$ cat src/include/rtc_alarm_pkg.sv
package rtc_alarm_pkg;

  // ****************************************
  // Register map
  // ****************************************
  localparam int         REG_COUNT             = 17;
  localparam int         BITS_PER_BYTE         = 8;
  localparam logic [4:0] TIME_SECONDS          = 5'h00;
  localparam logic [4:0] TIME_MINUTES          = 5'h01;
  localparam logic [4:0] TIME_HOURS            = 5'h02;
  localparam logic [4:0] DAY_OF_WEEK           = 5'h03;
  localparam logic [4:0] DATE_OF_MONTH         = 5'h04;
  localparam logic [4:0] MONTH_CENTURY         = 5'h05;
  localparam logic [4:0] YEAR                  = 5'h06;
  localparam logic [4:0] FIRST_ALARM_SECONDS   = 5'h07;
  localparam logic [4:0] FIRST_ALARM_MINUTES   = 5'h08;
  localparam logic [4:0] FIRST_ALARM_HOURS     = 5'h09;
  localparam logic [4:0] FIRST_ALARM_DAY_DATE  = 5'h0A;
  localparam logic [4:0] SECOND_ALARM_MINUTES  = 5'h0B;
  localparam logic [4:0] SECOND_ALARM_HOURS    = 5'h0C;
  localparam logic [4:0] SECOND_ALARM_DAY_DATE = 5'h0D;
  localparam logic [4:0] OUTPUT_AND_OSC_CTRL   = 5'h0E;
  localparam logic [4:0] FLAGS                 = 5'h0F;
  localparam logic [4:0] BACKUP_CHARGE_SETUP   = 5'h10;
  localparam logic [4:0] LAST_REG              = 5'h10;

  // ****************************************
  // Field positions
  // ****************************************
  localparam int FIELD_MASK_BIT           = 7;
  localparam int WEEKDAY_NOT_DATE_BIT     = 6;
  localparam int OSC_DISABLE_BIT          = 7;
  localparam int BACKUP_OUTPUT_ENABLE_BIT = 5;
  localparam int IRQ_NOT_WAVE_SELECT_BIT  = 2;
  localparam int SECOND_IRQ_ENABLE_BIT    = 1;
  localparam int FIRST_IRQ_ENABLE_BIT     = 0;
  localparam int OSC_STOPPED_FLAG_BIT     = 7;
  localparam int SECOND_ALARM_FLAG_BIT    = 1;
  localparam int FIRST_ALARM_FLAG_BIT     = 0;

  localparam logic [7:0] TIME_VALUE_BITS = 8'h7F;
  localparam logic [7:0] DAY_DATE_BITS   = 8'h3F;
  localparam logic [7:0] SECOND_ZERO     = 8'h00;

  // ****************************************
  // Reset values and writable bits, index 10h leftmost
  // ****************************************
  localparam logic [REG_COUNT-1:0][7:0] REG_RESET = '{
    8'h00, 8'h80, 8'h18, 8'h00, 8'h00, 8'h00, 8'h00, 8'h00, 8'h00,
    8'h00, 8'h00, 8'h01, 8'h01, 8'h01, 8'h00, 8'h00, 8'h00};
  localparam logic [REG_COUNT-1:0][7:0] WRITE_MASK = '{
    8'hFF, 8'h83, 8'hBF, 8'hFF, 8'hFF, 8'hFF, 8'hFF, 8'hFF, 8'hFF,
    8'hFF, 8'hFF, 8'h9F, 8'h3F, 8'h07, 8'h7F, 8'h7F, 8'h7F};

  // ****************************************
  // Serial port
  // ****************************************
  localparam logic [6:0] DEVICE_ADDR = 7'h68;

endpackage

$ cat src/include/alarm_cmp_if.sv
`timescale 1ns/1ps
interface alarm_cmp_if;
  logic [7:0] al_sec;
  logic [7:0] al_min;
  logic [7:0] al_hr;
  logic [7:0] al_dd;
  logic [7:0] t_sec;
  logic [7:0] t_min;
  logic [7:0] t_hr;
  logic [7:0] t_day;
  logic [7:0] t_date;
  logic       hit;

  modport src (output al_sec, al_min, al_hr, al_dd, t_sec, t_min, t_hr, t_day, t_date, input hit);
  modport cmp (input al_sec, al_min, al_hr, al_dd, t_sec, t_min, t_hr, t_day, t_date, output hit);
endinterface

$ cat src/rtl/rtc_alarm_top.sv
`timescale 1ns/1ps
// Contract
// - First alarm seconds..day/date at 07h-0Ah.
// - Second alarm minutes..day/date at 0Bh-0Dh.
// - Bit 7 masks field out of compare.
// - Unmasked fields must all equal time.
// - Bit 6 picks weekday or date compare.
// - Compare exactly once per second tick.
// - Match sets alarm flag regardless of enables.
// - Interrupt needs flag, enable and select.
// - On backup, interrupt only if enabled.
// - Interrupt holds until host clears flag.
// - First alarm all masked: every second.
// - First alarm: seconds match only.
// - First alarm: minutes and seconds match.
// - First alarm: hours, minutes, seconds match.
// - First alarm: date plus time match.
// - First alarm: weekday plus time match.
// - Second alarm all masked: each minute.
// - Second alarm: minutes match at second zero.
// - Second alarm: hours and minutes match.
// - Second alarm: date, hours, minutes match.
// - Second alarm: weekday, hours, minutes match.
// - Values held as BCD, zero bits read zero.
// - Hours bit 6 mode, bit 5 PM/20h.
// - Flags cleared only by writing zero.
module rtc_alarm_top (
  input  wire logic core_clk,
  input  wire logic rst,
  input  wire logic scl_in,
  input  wire logic sda_in,
  output logic      sda_out,
  output logic      sda_oe,
  input  wire logic tick_1hz,
  input  wire logic on_backup,
  output logic      wave_or_irq_out,
  output logic      wave_or_irq_oe
);
  import rtc_alarm_pkg::*;

  typedef enum logic [2:0] {
    BUS_IDLE,
    BUS_ADDR,
    BUS_ACK_ADDR,
    BUS_WRITE,
    BUS_ACK_WRITE,
    BUS_READ,
    BUS_ACK_READ
  } bus_state_e;

  typedef struct packed {
    logic [REG_COUNT-1:0][7:0] regs;
    logic [4:0]                ptr;
    bus_state_e                bus_state;
    logic [3:0]                bit_cnt;
    logic [7:0]                shifter;
    logic                      first_byte;
    logic                      is_read;
    logic                      scl_prev;
    logic                      sda_prev;
    logic                      tick_prev;
    logic                      sda_oe;
    logic                      sda_out;
    logic                      irq_oe;
    logic                      irq_out;
  } top_s;

  top_s       st;
  top_s       next_st;
  logic [3:0] synced;
  logic       scl_s;
  logic       sda_s;
  logic       tick_s;
  logic       bk_s;
  logic       scl_rise;
  logic       scl_fall;
  logic       bus_start;
  logic       bus_stop;
  logic       tick_edge;
  logic       wr_en;
  logic [7:0] rd_byte;
  logic [7:0] ctrl;
  logic [7:0] flags_now;
  logic       irq_cond;

  alarm_cmp_if first_cmp ();
  alarm_cmp_if second_cmp ();

  // ****************************************
  // Helpers
  // ****************************************
  function automatic logic [7:0] read_reg(input logic [REG_COUNT-1:0][7:0] regs, input logic [4:0] p);
    read_reg = (p <= LAST_REG) ? regs[p] : 8'h00;
  endfunction

  function automatic logic [4:0] step_ptr(input logic [4:0] p);
    step_ptr = (p >= LAST_REG) ? 5'h00 : 5'(p + 5'h01);
  endfunction

  // ****************************************
  // Pin synchronisers
  // ****************************************
  pin_sync #(.W(4)) u_sync (
    .core_clk (core_clk),
    .rst      (rst),
    .async_in ({on_backup, tick_1hz, sda_in, scl_in}),
    .sync_out (synced)
  );

  assign scl_s  = synced[0];
  assign sda_s  = synced[1];
  assign tick_s = synced[2];
  assign bk_s   = synced[3];

  // ****************************************
  // Alarm comparators
  // ****************************************
  assign first_cmp.al_sec  = st.regs[FIRST_ALARM_SECONDS];
  assign first_cmp.al_min  = st.regs[FIRST_ALARM_MINUTES];
  assign first_cmp.al_hr   = st.regs[FIRST_ALARM_HOURS];
  assign first_cmp.al_dd   = st.regs[FIRST_ALARM_DAY_DATE];
  assign first_cmp.t_sec   = st.regs[TIME_SECONDS];
  assign first_cmp.t_min   = st.regs[TIME_MINUTES];
  assign first_cmp.t_hr    = st.regs[TIME_HOURS];
  assign first_cmp.t_day   = st.regs[DAY_OF_WEEK];
  assign first_cmp.t_date  = st.regs[DATE_OF_MONTH];

  // Second alarm has no seconds field: fixed at second zero, unmasked
  assign second_cmp.al_sec = SECOND_ZERO;
  assign second_cmp.al_min = st.regs[SECOND_ALARM_MINUTES];
  assign second_cmp.al_hr  = st.regs[SECOND_ALARM_HOURS];
  assign second_cmp.al_dd  = st.regs[SECOND_ALARM_DAY_DATE];
  assign second_cmp.t_sec  = st.regs[TIME_SECONDS];
  assign second_cmp.t_min  = st.regs[TIME_MINUTES];
  assign second_cmp.t_hr   = st.regs[TIME_HOURS];
  assign second_cmp.t_day  = st.regs[DAY_OF_WEEK];
  assign second_cmp.t_date = st.regs[DATE_OF_MONTH];

  alarm_match u_first_match (
    .cmp (first_cmp)
  );

  alarm_match u_second_match (
    .cmp (second_cmp)
  );

  // ****************************************
  // Bus events
  // ****************************************
  assign scl_rise  = scl_s & ~st.scl_prev;
  assign scl_fall  = ~scl_s & st.scl_prev;
  assign bus_start = scl_s & st.scl_prev & st.sda_prev & ~sda_s;
  assign bus_stop  = scl_s & st.scl_prev & ~st.sda_prev & sda_s;
  assign tick_edge = tick_s & ~st.tick_prev;
  assign rd_byte   = read_reg(st.regs, st.ptr);
  assign ctrl      = st.regs[OUTPUT_AND_OSC_CTRL];
  assign flags_now = st.regs[FLAGS];

  assign irq_cond = ctrl[IRQ_NOT_WAVE_SELECT_BIT] & (~bk_s | ctrl[BACKUP_OUTPUT_ENABLE_BIT]) &
                    ((flags_now[FIRST_ALARM_FLAG_BIT] & ctrl[FIRST_IRQ_ENABLE_BIT]) |
                     (flags_now[SECOND_ALARM_FLAG_BIT] & ctrl[SECOND_IRQ_ENABLE_BIT]));

  // ****************************************
  // Next state
  // ****************************************
  always_comb begin
    next_st           = st;
    next_st.scl_prev  = scl_s;
    next_st.sda_prev  = sda_s;
    next_st.tick_prev = tick_s;
    next_st.sda_out   = 1'b0;
    next_st.irq_out   = 1'b0;
    wr_en             = 1'b0;

    case (st.bus_state)
      BUS_ADDR: begin
        if (scl_rise) begin
          next_st.shifter = {st.shifter[6:0], sda_s};
          next_st.bit_cnt = 4'(st.bit_cnt + 4'h1);
        end else if (scl_fall && st.bit_cnt == 4'(BITS_PER_BYTE)) begin
          next_st.bit_cnt = 4'h0;
          if (st.shifter[7:1] == DEVICE_ADDR) begin
            next_st.is_read   = st.shifter[0];
            next_st.sda_oe    = 1'b1;
            next_st.bus_state = BUS_ACK_ADDR;
          end else begin
            next_st.bus_state = BUS_IDLE;
          end
        end
      end
      BUS_ACK_ADDR: begin
        if (scl_fall) begin
          if (st.is_read) begin
            next_st.shifter   = rd_byte;
            next_st.sda_oe    = ~rd_byte[7];
            next_st.bit_cnt   = 4'h1;
            next_st.bus_state = BUS_READ;
          end else begin
            next_st.sda_oe     = 1'b0;
            next_st.first_byte = 1'b1;
            next_st.bit_cnt    = 4'h0;
            next_st.bus_state  = BUS_WRITE;
          end
        end
      end
      BUS_WRITE: begin
        if (scl_rise) begin
          next_st.shifter = {st.shifter[6:0], sda_s};
          next_st.bit_cnt = 4'(st.bit_cnt + 4'h1);
        end else if (scl_fall && st.bit_cnt == 4'(BITS_PER_BYTE)) begin
          wr_en             = 1'b1;
          next_st.bit_cnt   = 4'h0;
          next_st.sda_oe    = 1'b1;
          next_st.bus_state = BUS_ACK_WRITE;
        end
      end
      BUS_ACK_WRITE: begin
        if (scl_fall) begin
          next_st.sda_oe    = 1'b0;
          next_st.bus_state = BUS_WRITE;
        end
      end
      BUS_READ: begin
        if (scl_fall) begin
          if (st.bit_cnt == 4'(BITS_PER_BYTE)) begin
            next_st.sda_oe    = 1'b0;
            next_st.ptr       = step_ptr(st.ptr);
            next_st.bus_state = BUS_ACK_READ;
          end else begin
            next_st.shifter = {st.shifter[6:0], 1'b0};
            next_st.sda_oe  = ~st.shifter[6];
            next_st.bit_cnt = 4'(st.bit_cnt + 4'h1);
          end
        end
      end
      BUS_ACK_READ: begin
        if (scl_rise && sda_s) begin
          next_st.bus_state = BUS_IDLE;
        end else if (scl_fall) begin
          next_st.shifter   = rd_byte;
          next_st.sda_oe    = ~rd_byte[7];
          next_st.bit_cnt   = 4'h1;
          next_st.bus_state = BUS_READ;
        end
      end
      default: begin
        next_st.sda_oe = 1'b0;
      end
    endcase

    // Pointer byte first, then data bytes with auto-increment
    if (wr_en) begin
      if (st.first_byte) begin
        next_st.ptr        = st.shifter[4:0];
        next_st.first_byte = 1'b0;
      end else begin
        if (st.ptr == FLAGS) begin
          next_st.regs[FLAGS] = flags_now & st.shifter & WRITE_MASK[FLAGS];
        end else if (st.ptr <= LAST_REG) begin
          next_st.regs[st.ptr] = st.shifter & WRITE_MASK[st.ptr];
        end
        if (st.ptr == OUTPUT_AND_OSC_CTRL && st.shifter[OSC_DISABLE_BIT] && !ctrl[OSC_DISABLE_BIT]) begin
          next_st.regs[FLAGS][OSC_STOPPED_FLAG_BIT] = 1'b1;
        end
        next_st.ptr = step_ptr(st.ptr);
      end
    end

    // Alarm events applied after host write so a set beats a clear
    if (tick_edge) begin
      if (first_cmp.hit) begin
        next_st.regs[FLAGS][FIRST_ALARM_FLAG_BIT] = 1'b1;
      end
      if (second_cmp.hit) begin
        next_st.regs[FLAGS][SECOND_ALARM_FLAG_BIT] = 1'b1;
      end
    end

    // Frame control and backup lockout override the bus sequencer
    if (bk_s || bus_stop) begin
      next_st.bus_state = BUS_IDLE;
      next_st.sda_oe    = 1'b0;
    end else if (bus_start) begin
      next_st.bus_state = BUS_ADDR;
      next_st.bit_cnt   = 4'h0;
      next_st.sda_oe    = 1'b0;
    end

    next_st.irq_oe = irq_cond;
  end

  always_ff @(posedge core_clk or posedge rst) begin
    if (rst) begin
      st           <= '0;
      st.regs      <= REG_RESET;
      st.bus_state <= BUS_IDLE;
      st.scl_prev  <= 1'b1;
      st.sda_prev  <= 1'b1;
    end else begin
      st <= next_st;
    end
  end

  assign sda_out         = st.sda_out;
  assign sda_oe          = st.sda_oe;
  assign wave_or_irq_out = st.irq_out;
  assign wave_or_irq_oe  = st.irq_oe;

  // ****************************************
  // Checks
  // ****************************************
  first_flag_set_a: assert property (@(posedge core_clk) disable iff (rst)
    tick_edge && first_cmp.hit |=> flags_now[FIRST_ALARM_FLAG_BIT])
    else $error("first alarm match did not set its flag");

  flag_source_a: assert property (@(posedge core_clk) disable iff (rst)
    $rose(flags_now[SECOND_ALARM_FLAG_BIT]) |-> $past(tick_edge && second_cmp.hit))
    else $error("second alarm flag rose without a tick match");

  tick_once_a: assert property (@(posedge core_clk) disable iff (rst)
    $rose(flags_now[FIRST_ALARM_FLAG_BIT]) |-> $past(tick_edge))
    else $error("first alarm flag rose outside a second tick");

  every_second_a: assert property (@(posedge core_clk) disable iff (rst)
    tick_edge && first_cmp.al_sec[7] && first_cmp.al_min[7] && first_cmp.al_hr[7] && first_cmp.al_dd[7]
    |=> flags_now[FIRST_ALARM_FLAG_BIT])
    else $error("fully masked first alarm missed a second");

  second_zero_a: assert property (@(posedge core_clk) disable iff (rst)
    tick_edge && !flags_now[SECOND_ALARM_FLAG_BIT] && st.regs[TIME_SECONDS] != SECOND_ZERO
    |=> !flags_now[SECOND_ALARM_FLAG_BIT])
    else $error("second alarm fired away from second zero");

  irq_drive_a: assert property (@(posedge core_clk) disable iff (rst)
    flags_now[FIRST_ALARM_FLAG_BIT] && ctrl[FIRST_IRQ_ENABLE_BIT] && ctrl[IRQ_NOT_WAVE_SELECT_BIT] && !bk_s
    ##1 flags_now[FIRST_ALARM_FLAG_BIT] |-> wave_or_irq_oe && !wave_or_irq_out)
    else $error("enabled alarm flag did not pull the interrupt pin");

  backup_quiet_a: assert property (@(posedge core_clk) disable iff (rst)
    bk_s && !ctrl[BACKUP_OUTPUT_ENABLE_BIT] |=> !wave_or_irq_oe)
    else $error("interrupt driven on backup while disabled");

  irq_release_a: assert property (@(posedge core_clk) disable iff (rst)
    $fell(wave_or_irq_oe) |-> $past(!irq_cond))
    else $error("interrupt released while its cause still stood");

  alarm_write_a: assert property (@(posedge core_clk) disable iff (rst)
    wr_en && !st.first_byte && st.ptr == FIRST_ALARM_HOURS |=> st.regs[FIRST_ALARM_HOURS] == $past(st.shifter))
    else $error("first alarm hours write lost");

  weekday_zero_a: assert property (@(posedge core_clk) disable iff (rst)
    st.regs[DAY_OF_WEEK][7:3] == 5'h00 && st.regs[OUTPUT_AND_OSC_CTRL][6] == 1'b0)
    else $error("reserved register bits not zero");

endmodule

$ cat src/rtl/pin_sync.sv
`timescale 1ns/1ps
module pin_sync #(
  parameter int W = 1
) (
  input  wire logic         core_clk,
  input  wire logic         rst,
  input  wire logic [W-1:0] async_in,
  output logic      [W-1:0] sync_out
);
  typedef struct packed {
    logic [W-1:0] first;
    logic [W-1:0] second;
  } sync_s;

  sync_s st;
  sync_s next_st;

  always_comb begin
    next_st        = st;
    next_st.first  = async_in;
    next_st.second = st.first;
  end

  always_ff @(posedge core_clk or posedge rst) begin
    if (rst) begin
      st <= '0;
    end else begin
      st <= next_st;
    end
  end

  assign sync_out = st.second;
endmodule

$ cat src/rtl/alarm_match.sv
`timescale 1ns/1ps
module alarm_match (
  alarm_cmp_if.cmp cmp
);
  import rtc_alarm_pkg::*;

  logic       sec_ok;
  logic       min_ok;
  logic       hr_ok;
  logic       dd_ok;
  logic [7:0] dd_target;

  // ****************************************
  // Masked field compare
  // ****************************************
  always_comb begin
    sec_ok    = cmp.al_sec[FIELD_MASK_BIT] |
                ((cmp.al_sec & TIME_VALUE_BITS) == (cmp.t_sec & TIME_VALUE_BITS));
    min_ok    = cmp.al_min[FIELD_MASK_BIT] |
                ((cmp.al_min & TIME_VALUE_BITS) == (cmp.t_min & TIME_VALUE_BITS));
    hr_ok     = cmp.al_hr[FIELD_MASK_BIT] |
                ((cmp.al_hr & TIME_VALUE_BITS) == (cmp.t_hr & TIME_VALUE_BITS));
    dd_target = cmp.al_dd[WEEKDAY_NOT_DATE_BIT] ? cmp.t_day : cmp.t_date;
    dd_ok     = cmp.al_dd[FIELD_MASK_BIT] |
                ((cmp.al_dd & DAY_DATE_BITS) == (dd_target & DAY_DATE_BITS));
  end

  assign cmp.hit = sec_ok & min_ok & hr_ok & dd_ok;
endmodule

$ cat config.mk
export PLATFORM = sky130hd
export DESIGN_NAME = rtc_alarm_top
export DESIGN_NICKNAME = d
export VERILOG_FILES = /design/src/include/rtc_alarm_pkg.sv /design/src/include/alarm_cmp_if.sv /design/src/rtl/rtc_alarm_top.sv /design/src/rtl/pin_sync.sv /design/src/rtl/alarm_match.sv
export SDC_FILE = /design/constraint.sdc
export NUM_CORES = 1
export LEC_CHECK = 0
export ABC_AREA = 1
export BUFFER_PORTS_ARGS = -buffer_cell sky130_fd_sc_hd__buf_2
export CAP_MARGIN = 0
export CORE_UTILIZATION = 29
export DETAILED_ROUTE_END_ITERATION = 8
export GPL_ROUTABILITY_DRIVEN = 0
export GPL_TIMING_DRIVEN = 0
export HOLD_SLACK_MARGIN = 0.03
export PLACE_DENSITY_LB_ADDON = 0.12
export SETUP_SLACK_MARGIN = 0.4
export SLEW_MARGIN = 15
export SYNTH_ARGS = -nofsm -noshare
export SYNTH_HDL_FRONTEND = slang
export SYNTH_SLANG_ARGS = --single-unit
$ cat constraint.sdc
create_clock -name core_clk -period 12.18 [get_ports core_clk]
set_input_delay 1.218 -clock core_clk [delete_from_list [all_inputs] [get_ports core_clk]]
set_output_delay 1.218 -clock core_clk [all_outputs]
set_load 0.01 [all_outputs]
=== Word level (Yosys, flattened, before mapping) ===
Memory sizes are Yosys's and may differ from the RTL's.
Cells that the tools add are included.

* Bits in registers: 171
* Memory bits (read-only): 256
* Bits of input ports: 6
* Output and inout bits: 4
* Word-level logic and storage cells: 203
* Memories kept: 1

{| class="wikitable"
|+ Memories
! name !! words !! bits a word !! read ports !! clocked after memory_dff !! write ports !! line !! source
|-
| (name not given) || 32 || 8 || 1 || 0 || 0 || rtc_alarm_top.sv:260 || <nowiki>next_st.regs[st.ptr] = st.shifter & WRITE_MASK[st.ptr];</nowiki>
|}

* $add $sub $neg: 2
* $lt $le $gt $ge: 4
* Equal/unequal tests: 35
* Multiplexer cells: 66
* Bitwise logic cells: 40
* Reduce and logical (&&, ||, !) cells: 23

{| class="wikitable"
|+ Operators with widths
! cell !! count
|-
| $bwmux W136 || 1
|-
| $mux W128 || 1
|-
| $mux W127 || 1
|-
| $mux W122 || 1
|-
| $mux W120 || 1
|-
| $mux W8 || 8
|-
| $pmux W12 S5 || 1
|-
| $ne A4 B4 Y1 const B || 11
|-
| $bmux W8 S5 || 1
|-
| $demux W8 S5 || 1
|-
| $eq A7 B7 Y1 || 5
|-
| $mux W7 || 4
|-
| $mux W1 || 24
|-
| $mux W12 || 2
|-
| $mux W20 || 1
|-
| $reduce_and A10 Y1 || 2
|-
| $and A1 B1 Y1 || 18
|-
| $pmux W3 S6 || 1
|-
| $and A8 B8 Y8 || 2
|-
| $mux W16 || 1
|-
| $mux W15 || 1
|-
| $mux W3 || 5
|-
| $mux W5 || 3
|-
| $eq A6 B6 Y1 || 2
|-
| 31 further kinds || 72
|}

=== Depth between registers and ports, before layout ===
Gate-level depths: netlist of the first run.

* Word-level depth: 11
* Mapped depth: 13
* Mapped depth without buffers: 13

=== Hierarchy ===
A second synthesis of the first run with hierarchy kept.

* Cells, all modules: 1,403
* Area total of the unflattened synthesis: 10,053.4 um2

{| class="wikitable"
|+ By module, submodules not included
! module !! times used !! cells an instance !! area each (um2) !! seq. area each (um2)
|-
| rtc_alarm_top || 1 || 1,134 || 8,595.7 || 4,088.9
|-
| alarm_match || 2 || 130 || 626.9 || 0.0
|-
| pin_sync || 1 || 9 || 203.9 || 200.2
|}

=== Worst setup path before layout of the first run ===
OpenSTA, ideal clock, no wires.

* Path type: register to register
* Start: register st[24] (netlist name)
* End: register st, in the netlist second_cmp.al_hr[3]
* Setup time: 0.133 ns
* Arrival: 2.092 ns
* Data required time: 12.047 ns
* Setup slack: 9.955 ns
* Cell stages (with the launch flop): 11
* Buffers on the path: 2
* Clock period less this slack: 2.225 ns
* Cell sequence: dfrtp_1 ha_1 inv_1 nor2_1 ha_1 nor4_4 buf_6 nand3_2 buf_2 nand2_1 o21ai_0

* Longest elaborated chain between the ends: 5
* Elaborated cells between the ends (all ways): 13
* Classes of those cells: order compare (3); eq/ne (1); mux (4); bitwise (2); reduce/logical (2); memory (1)

{| class="wikitable"
|+ RTL lines
! item !! line !! source
|-
| start, declared || rtc_alarm_top.sv:68 || <nowiki>top_s st;</nowiki>
|-
| start signal, assigned || rtc_alarm_top.sv:300 || <nowiki>st <= next_st;</nowiki>
|-
| $lt A5 B6 Y1 (implied by the code) / $ge A5 B1 Y1 (equally long branches) || rtc_alarm_top.sv:260 ||
|-
| $logic_and A1 B1 Y1 (implied by the code) || rtc_alarm_top.sv:260 ||
|-
| $mux W8 (implied by the code) || rtc_alarm_top.sv:260 ||
|-
| $demux W8 S5 || rtc_alarm_top.sv:260 ||
|-
| $bwmux W136 || rtc_alarm_top.sv:260 ||
|}

Several ways; a longest one is shown, not always the timed one. The select of a mux whose other input is x is not followed.
A chain may end at the register's enable or synchronous reset.

=== Worst setup path after layout of the first run ===
* Start: register st[24] (netlist name)
* End: register st[164] (netlist name)

The elaborated chain is that of the path after synthesis.

==> impl_metrics.tcl, run 1 <==
set metrics [dict create \
    pin_count 10 \
    dieArea_um2 32300 \
    drv_cap 0 \
    drc 0 \
    clk_pin_slew_ps 70 \
    postCtsResizedCells 0 \
    drtPass1Iterations 5 \
    setup_tns_ps 0 \
    syn_avg_cell_area_um2 7.565 \
    dpl.hpwl_um 25200 \
    layout_commonest_cell "nand2_1" \
    hold_violations 0 \
    cts_buffer_depth 2 \
    grt_overflow 0 \
    synthDistinctLibCells 41 \
    worst_pin_slew_ps 1278 \
    die_width_um 179.7 \
    worstSetupEndpointType "flop" \
    ys_seq_elements 171 \
    reg2reg_depth 8 \
    routedWlPerCell_um 21.04 \
    grt_pass1_wl_um 52780 \
    power.density_nw_per_um2 124.9 \
    critPathLaunchType "flop" \
    yosys_warnings 0 \
    cts_buffers 17 \
    cp.required_ps 12460 \
    cp-startpoint "st[24]$_DFFE_PP0P_" \
    ir_worst_vdd_mv 0.1144 \
    num_rows 64 \
    ctsHtreeMaxLevel 4 \
    fmax_ghz 0.2676 \
    cp-endpoint "st[164]$_DFFE_PP0P_" \
    n_antenna_cell 0 \
    period_minus_slack_ps 3737 \
    cts_num_sinks 171 \
    place_ws_ps 8524 \
    r2r-end "st[164]$_DFFE_PP0P_" \
    final_layout_size_suffix_gt1_share_pct 5.591 \
    slew_headroom_pct 14.80 \
    start_util_pct 29.72 \
    ant_nets 0 \
    worst_slack_ps 8443 \
    synth-seq-area-share_pct 46.82 \
    p_leak_uw 0.004707 \
    vias 8409 \
    clockRootBuffer "clkbuf_16" \
    post-cts-setup-buffers 0 \
    clk_latency_ps 460 \
    initialDrtViolationCount 708 \
    top_register "st" \
    fin_skew_ps 19.20 \
    wirelength_um 34670 \
    antenna_found_initial 0 \
    crit_arrival_ps 4020 \
    synthToLayoutAreaGrowth_pct 12.77 \
    layout_common_cells "350 x nand2_1, 212 x o21ai_0, 163 x dfrtp_1" \
    hold_path.class "flop to flop" \
    cts_tree "done" \
    post-route-period-util_pct 30.68 \
    rsz0062_at_grt "no" \
    coreArea_um2 30830 \
    grt_pass1_vias 8251 \
    reg2reg_from "st[24]$_DFFE_PP0P_" \
    postLayoutCoreUtil_pct 33.51 \
    final_nets 1255 \
    crit_fanout 12 \
    reg2reg_slack_ps 8440 \
    avgViaCountPerCell 5.103 \
    finalSetupViolations 0 \
    grt_max_degree 96 \
    grt_usage_pct 22.10 \
    largest_reg_flops 49 \
    cts-hold-fix-buffers 0 \
    syn_area_um2 9161 \
    die_y_um 179.7 \
    crit_type "flop to flop" \
    postSynthCellCount 1211 \
    status "completed" \
    slew_violations 0 \
    io_buffers 7 \
]
-- cell type report --
class / count / area (um2)
fill: 3343 / 20500
sequential: 171 / 4289
multi-input combinational: 888 / 4282
tap: 396 / 495.5
clock buffer: 17 / 425.4
inverter: 98 / 375.4
buffer: 55 / 226.5
clock inverter: 15 / 175.2
timing repair buffer: 8 / 62.56
-- through the flow --
step / power (uW) / hold WS (ps) / area (um2) / std cells
final: 1290 / 348.2 / 10330 / 1648
after global routing: 1339 / 358.6 / 10330 / 1648
after CTS: 1305 / 352.5 / 10330 / 1648
after detailed placement: 738.2 / 335.8 / 9731 / 1616
after global placement: 736.9 / 333.7 / 9696 / 1615
after floorplan: 658.1 / 331.2 / 9165 / 1212
-- critical path, stage by stage (launching register included) --
cell and delay [ps]:
dfrtp_1 460, clkinv_1 130, clkbuf_1 510, buf_1 590, ha_1 250, nor2_1 40
o21ai_0 540, clkbuf_1 810, o21ai_0 220
-- where the power goes --
part           internal [uW]  total (uW)  switching (uW)
sequential               578         592            13.4
clock                    293         567             274
combinational           18.5         132             113
-- worst min-delay path by stage --
stage	startpoint	endpoint	cells after the start
6_report	u_sync.next_st[3]$_DFF_PP0_	u_sync.sync_out[3]$_DFF_PP0_	0
3_5_place_dp	u_sync.next_st[3]$_DFF_PP0_	u_sync.sync_out[3]$_DFF_PP0_	0
5_1_grt	u_sync.next_st[2]$_DFF_PP0_	u_sync.sync_out[2]$_DFF_PP0_	0
2_1_floorplan	u_sync.next_st[0]$_DFF_PP0_	u_sync.sync_out[0]$_DFF_PP0_	0
4_1_cts	u_sync.next_st[3]$_DFF_PP0_	u_sync.sync_out[3]$_DFF_PP0_	0
3_3_place_gp	u_sync.next_st[1]$_DFF_PP0_	u_sync.sync_out[1]$_DFF_PP0_	0
-- cells by family (layout without fill, tap and decap cells) --
logic type / after synthesis / count (layout) / synth area share (%)
simple gates: 544 / 544 / 24.56
compound gates: 290 / 290 / 16.72
flops: 171 / 171 / 46.82
buf+inv: 153 / 193 / 6.487
xor+xnor: 42 / 42 / 4.015
fa+ha+maj: 10 / 10 / 1.366
other cells: 1 / 2 / 0.04093
-- cell usage after synthesis (all sizes together) --
cell type | instances | area (um2)
a21boi | 2 | 15.01
a21oi | 34 | 170.2
a22oi | 1 | 7.510
a31oi | 6 | 37.54
and2 | 2 | 12.51
buf | 9 | 53.80
clkbuf | 46 | 172.7
clkinv | 1 | 3.750
conb | 1 | 3.750
dfrtp | 163 | 4079
dfstp | 8 | 210.2
ha | 10 | 125.1
inv | 97 | 364.1
nand2 | 351 | 1320
nand3 | 72 | 390.4
nand3b | 2 | 15.01
nand4 | 6 | 37.54
nor2 | 95 | 366.6
nor2b | 1 | 6.260
nor3 | 11 | 60.06
nor3b | 1 | 7.510
nor4 | 1 | 21.27
o211ai | 11 | 82.58
o21ai | 213 | 1066
o221ai | 2 | 17.52
o22ai | 19 | 118.9
o311ai | 1 | 8.760
o31ai | 1 | 7.510
or2 | 2 | 12.51
xnor2 | 21 | 183.9
xor2 | 21 | 183.9
-- per-layer routing --
layer / part of all wire [%] / vias up / track usage [%]
met1: 45 / 4112 / 28.89
met2: 48 / 217 / 36.36
met5: 0 / - / 0
met3: 4.4 / 50 / 4.275
met4: 2.9 / 0 / 7.793
li1: - / 4030 / -
(Power assumes the default switching activity.)
==> inputs of run 2 (changes only) <==
- ABC_AREA: 1 -> 0
- clock period: 12.18 -> 3.5 ns (I/O delays scaled with it)
==> run 2 against run 1 <==
  * Synthesized cell count fell by 31%
  * First-iteration DRC count fell by 36%
  * Flip-flop and latch count did not move
  * Die area fell by 1.4%
  * Design area rose by 0.11%
  * Core utilization rose by 0.30 points
  * Worst hold slack improved by 4.5 ps
  * Clock-buffer cell count rose by 3
  * Fmax rose by 26%
  * Worst setup slack got worse by 7900 ps
  * Critical path type unchanged
  * Largest cell class is now multi-input gates
  * Highest routed layer unchanged
==> impl_metrics.tcl, run 2 <==
set metrics [dict create \
    num_rows 64 \
    drv_cap 0 \
    crit_type "flop to flop" \
    routedWlPerCell_um 23.69 \
    ir_worst_vdd_mv 0.3029 \
    syn_area_um2 9034 \
    drtPass1Iterations 5 \
    dpl.hpwl_um 22990 \
    vias 6718 \
    slew_headroom_pct 32.56 \
    dpl-instance-area_um2 9699 \
    grt_overflow 0 \
    cts_num_sinks 171 \
    initialDrtViolationCount 455 \
    p_leak_uw 0.004311 \
    period_minus_slack_ps 2961 \
    avgViaCountPerCell 5.216 \
    final_layout_size_suffix_gt1_share_pct 19.06 \
    yosysMostFrequentCell "dfrtp_1" \
    synth.area.mux_share_pct 15.96 \
    p_int_uw 3099 \
    grt_pass1_wl_um 45890 \
    die_y_um 178.5 \
    largest_reg_flops 49 \
    p_comb_share_pct 3.5 \
    grt_pass1_vias 6689 \
    synth_largest_area_cell "dfrtp_1" \
    synthDistinctLibCells 69 \
    crit_family "buffers and inverters" \
    yosys_warnings 0 \
    postSynthCellCount 841 \
    power.density_nw_per_um2 394.2 \
    synth-simple-area-share_pct 13.73 \
    fin_area_um2 10340 \
    post-route-period-util_pct 84.59 \
    ys_top_cells_by_area "dfrtp_1 45%, mux4_2 7.7%, o21ai_0 6.1%, nand2_1 5.1%, mux2_2 4.7%" \
    clk_latency_ps 440 \
    synth-seq-area-share_pct 47.48 \
    worstPathCellList "buf_2, buf_2, buf_2, and3_1, ha_1, nor2b_1, and4bb_2, buf_4, mux2_2" \
    slew_violations 0 \
    grt_usage_pct 20.37 \
    worst-path-buf-inv 4 \
    io_buffers 7 \
    antenna_found_initial 0 \
    synth_commonest_cells "163 x dfrtp_1, 122 x nand2_1, 111 x o21ai_0" \
    dieArea_um2 31860 \
    status "completed" \
    n_antenna_cell 0 \
    worst_pin_slew_ps 997.6 \
    hold_violations 0 \
    crit_fanout 10 \
    reg2reg_depth 9 \
    start_util_pct 29.53 \
    crit_arrival_ps 3280 \
    ys_seq_elements 171 \
    critPathMaxStageDelay_ps 430 \
    cts_buffer_depth 2 \
    pin_count 10 \
    coreArea_um2 30590 \
    critPathLaunchType "flop" \
    cp_common_cell "buf_2" \
    wirelength_um 30510 \
    place_ws_ps 97.04 \
    die_width_um 178.5 \
    clk_pin_slew_ps 70 \
    syn_avg_cell_area_um2 10.74 \
    layout_commonest_cell "dfrtp_1" \
    layout_common_cells "163 x dfrtp_1, 122 x nand2_1, 109 x o21ai_0" \
    synthToLayoutAreaGrowth_pct 14.49 \
    worst_slack_ps 539.5 \
    synthAdderAreaFrac_pct 1.385 \
    synth_top_family_by_area "multiplexers" \
    synthArstFlopShare_pct 100.0 \
    setup_tns_ps 0 \
    fmax_ghz 0.3378 \
    r2r-end "st[158]$_DFFE_PP0P_" \
    cp-endpoint "st[158]$_DFFE_PP0P_" \
    hold_path.class "flop to flop" \
    finalSetupViolations 0 \
    path_depth 9 \
    reg2reg_slack_ps 540 \
    pwr-share-clk_pct 47.4 \
    final_nets 896 \
    cp.required_ps 3820 \
    reg2reg_from "st[27]$_DFFE_PP0P_" \
    clockRootBuffer "clkbuf_16" \
    cts_tree "done" \
    worstSetupEndpointType "flop" \
    crit_slowest_cell "dfrtp_1" \
    cp-startpoint "st[27]$_DFFE_PP0P_" \
    synth_compound_area_share_pct 12.81 \
    ant_nets 0 \
    synth_top_area_share_pct 45.15 \
    p_sw_share_pct 23.99 \
    top_register "st" \
    power_frac_seq_pct 49.2 \
    fin_skew_ps 16.89 \
    ctsHtreeMaxLevel 4 \
    drc 0 \
    p_sw_uw 978.0 \
    cts_buffers 17 \
    synth_xor_area_share_pct 4.848 \
    post-cts-setup-buffers 0 \
    synth_edf_count 0 \
    synth_flop_cell "dfrtp_1" \
    rsz0062_at_grt "yes" \
    grt_max_degree 33 \
]
## run 2: cells by family after synthesis
| group | count (synthesis) |
|---|---|
| flip-flops | 171 |
| AND/OR/NAND/NOR | 242 |
| multiplexers | 100 |
| other | 1 |
| AO/OA/AOI/OAI | 191 |
| adder cells (fa/ha/maj) | 10 |
| buffers and inverters | 76 |
| XOR/XNOR | 50 |
## run 2: layout make-up
class | count | area, um2
Sequential cell | 171 | 4289
Inverter | 17 | 67.56
Timing Repair Buffer | 19 | 212.7
Fill cell | 3187 | 20250
Clock inverter | 11 | 135.1
Buffer | 59 | 287.8
Clock buffer | 20 | 436.7
Multi-Input combinational cell | 595 | 4418
Tap cell | 396 | 495.5
## run 2: how the worst min path moves through the flow
stage	start	to	slack, ps	cells past startpoint
floorplan	u_sync.next_st[0]$_DFF_PP0_	u_sync.sync_out[0]$_DFF_PP0_	330	0
global placement	u_sync.next_st[0]$_DFF_PP0_	u_sync.sync_out[0]$_DFF_PP0_	340	0
detailed placement	rst	wave_or_irq_oe$_DFF_PP0_	340	2
CTS	u_sync.next_st[0]$_DFF_PP0_	u_sync.sync_out[0]$_DFF_PP0_	360	0
global route	u_sync.next_st[0]$_DFF_PP0_	u_sync.sync_out[0]$_DFF_PP0_	360	0
finish	u_sync.next_st[0]$_DFF_PP0_	u_sync.sync_out[0]$_DFF_PP0_	350	0
## run 2: per-stage QoR
stage / total power (uW) / utilization (%) / hold WS, ps / instances
final: 4077 / 33.81 / 352.7 / 1288
after global routing: 4225 / 33.81 / 361.3 / 1288
after CTS: 4124 / 33.76 / 356.6 / 1288
after detailed placement: 2183 / 31.71 / 340.2 / 1252
after global placement: 2166 / 31.29 / 337.7 / 1245
after floorplan: 2126 / - / 331.2 / 842
## run 2: metal layers
metal,vias to the layer above,part of all wire [%],global-route usage [%]
met2,164,48,32.70
li1,3118,-,-
met3,30,3.6,2.771
met5,-,0,0
met4,0,1.8,6.179
met1,3406,47,28.34
## run 2: repair_timing
action / in CTS / in global routing
gates resized for setup: 2 / 19
gates cloned: 0 / 0
hold endpoints to repair: 12 / 0
hold buffers: 5 / 0
setup endpoints to repair: 110 / 49
## run 2: power by group through the flow
stage,logic [uW],registers (uW),clock network [uW]
finish,142,2000,1930
global route,160,2010,2060
CTS,145,2000,1980
detailed placement,140,2040,0
global placement,123,2040,0
floorplan,87.1,2040,0
==> inputs of run 3 (changes only) <==
- clock period: 3.5 -> 2.4 ns (I/O delays scaled with it)
==> run 3 against run 2 <==
  * Clock skew fell by 1.7 ps
  * Total power increased by 49%
  * Wire length grew 10%
  * Via count up 9.2%
  * Core utilization rose by 6.8 points
  * Die area unchanged
  * Sequential share of layout area decreased by 6.9 points
  * Fmax grew 32%
  * Cell count up 7.1%
  * Critical path depth grew 1
==> impl_metrics.tcl, run 3 (synthesized netlist as in run 2, its figures left out) <==
set metrics [dict create \
    status "completed" \
    cts_tree "done" \
    drc 0 \
    num_rows 64 \
    synthToLayoutAreaGrowth_pct 37.45 \
    cts_buffer_depth 2 \
    hold_violations 0 \
    io_buffers 7 \
    dieArea_um2 31860 \
    power.density_nw_per_um2 487.8 \
    slew_violations 0 \
    grt_pass1_vias 7168 \
    crit_arrival_ps 2570 \
    final_layout_size_suffix_gt1_share_pct 42.58 \
    ctsHtreeMaxLevel 4 \
    vias 7335 \
    grt_overflow 0 \
    grt_max_degree 34 \
    n_antenna_cell 0 \
    critPathLaunchType "flop" \
    post-route-period-util_pct 93.23 \
    worst_pin_slew_ps 907.3 \
    routedWlPerCell_um 24.34 \
    antenna_found_initial 1 \
    place_ws_ps -571.7 \
    period_minus_slack_ps 2237 \
    worst-path-buf-inv 5 \
    die_y_um 178.5 \
    critPathMaxStageDelay_ps 420 \
    cts_buffers 17 \
    worst_slack_ps 162.6 \
    timing.hold.ws_ps 347.8 \
    crit_slowest_cell "dfrtp_2" \
    cp.required_ps 2730 \
    final_nets 987 \
    postLayoutCoreUtil_pct 40.59 \
    rsz0062_at_grt "yes" \
    ir_worst_vdd_mv 0.5122 \
    pin_count 10 \
    grt_pass1_wl_um 48600 \
    wirelength_um 33590 \
    crit_fanout 6 \
    hold_path.class "flop to flop" \
    initialDrtViolationCount 505 \
    ant_nets 0 \
    coreArea_um2 30590 \
    worstPathCellList "buf_8, buf_12, buf_12, and3_4, ha_4, buf_6, nor2b_4, and4bb_2, buf_8, mux2_4" \
    crit_family "buffers and inverters" \
    die_width_um 178.5 \
    avgViaCountPerCell 5.315 \
    finalSetupViolations 0 \
    start_util_pct 29.53 \
    grt_usage_pct 21.42 \
    clockRootBuffer "clkbuf_16" \
    top_register "st" \
    largest_reg_flops 49 \
    crit_type "flop to flop" \
    drv_cap 0 \
    worstSetupEndpointType "flop" \
    layout_common_cells "156 x dfrtp_1, 72 x nand2_1, 53 x buf_6" \
    layout_commonest_cell "dfrtp_1" \
    slew_headroom_pct 39.52 \
    fmax_ghz 0.4469 \
    fin_skew_ps 15.21 \
    p_leak_uw 0.005104 \
    clk_latency_ps 450 \
    dpl.hpwl_um 22730 \
    drtPass1Iterations 5 \
    clk_pin_slew_ps 70 \
    cts_num_sinks 171 \
]
-- run 3: cell count changes in the layout (fill, tap and decap cells not counted), sizes merged --
cell / before / now
clkbuf: 48 / 46
clkinvlp: 3 / 5
clkinv: 4 / 0
inv: 19 / 20
buf: 45 / 140
-- run 3: worst paths after layout --
kind	startpoint	endpoint	slack, ps	cells past startpoint
setup / recovery	st[27]$_DFFE_PP0P_	st[157]$_DFFE_PP0P_	160	10
hold / removal	u_sync.next_st[3]$_DFF_PP0_	u_sync.sync_out[3]$_DFF_PP0_	350	0
setup reg to reg	st[27]$_DFFE_PP0P_	st[157]$_DFFE_PP0P_	160	10
hold reg to reg	u_sync.next_st[3]$_DFF_PP0_	u_sync.sync_out[3]$_DFF_PP0_	350	0
max in group asynchronous	rst	first_cmp.al_sec[7]$_DFFE_PP0P_	860	6
min in group asynchronous	rst	second_cmp.al_hr[3]$_DFFE_PP0P_	480	3
-- run 3: through the flow --
stage / cell area [um2] / total power (uW) / TNS (ps) / cells
floorplan: 9126 / 3100 / -2636 / 842
global placement: 9657 / 3157 / -268060 / 1245
detailed placement: 9764 / 3180 / -26500 / 1250
CTS: 11510 / 6107 / 0 / 1341
global route: 12420 / 6252 / 0 / 1380
finish: 12420 / 6057 / 0 / 1380
-- run 3: area by class of cell --
type	count	area (um2)
inverter	17	71.32
fill	2968	18170
sequential	171	4298
clock inverter	10	131.4
clock buffer	22	454.2
buffer	59	633.1
tap	396	495.5
timing repair buffer	110	1139
multi-input combinational	595	5195
-- run 3: where the power goes --
group / total [uW] / internal (uW) / switching (uW)
combinational: 261 / 106 / 155
sequential: 2920 / 2900 / 19.6
clock: 2870 / 1590 / 1290
-- run 3: worst register-to-register path, cell delays in order, from the launching register on --
cell	delay [ps]
dfrtp_2	420
buf_8	130
buf_12	120
buf_12	110
and3_4	160
ha_4	200
buf_6	130
nor2b_4	160
and4bb_2	270
buf_8	120
mux2_4	290
-- run 3: layer usage --
| metal | GRT usage [%] | routed length (um) | up-vias |
|---|---|---|---|
| li1 | - | - | 3320 |
| met1 | 29.34 | 15090 | 3790 |
| met2 | 34.96 | 16450 | 184 |
| met3 | 2.749 | 1255 | 41 |
| met4 | 6.744 | 794 | 0 |
| met5 | 0 | 0 | - |
-- run 3: repair_timing --
item                                   CTS  global route
hold buffers                             5             0
gates resized for setup                199           232
endpoints found under the hold margin   27             0
buffers inserted                        46            30
gates cloned                             8             9
pin swaps                               16            42
setup endpoints to repair              155           153
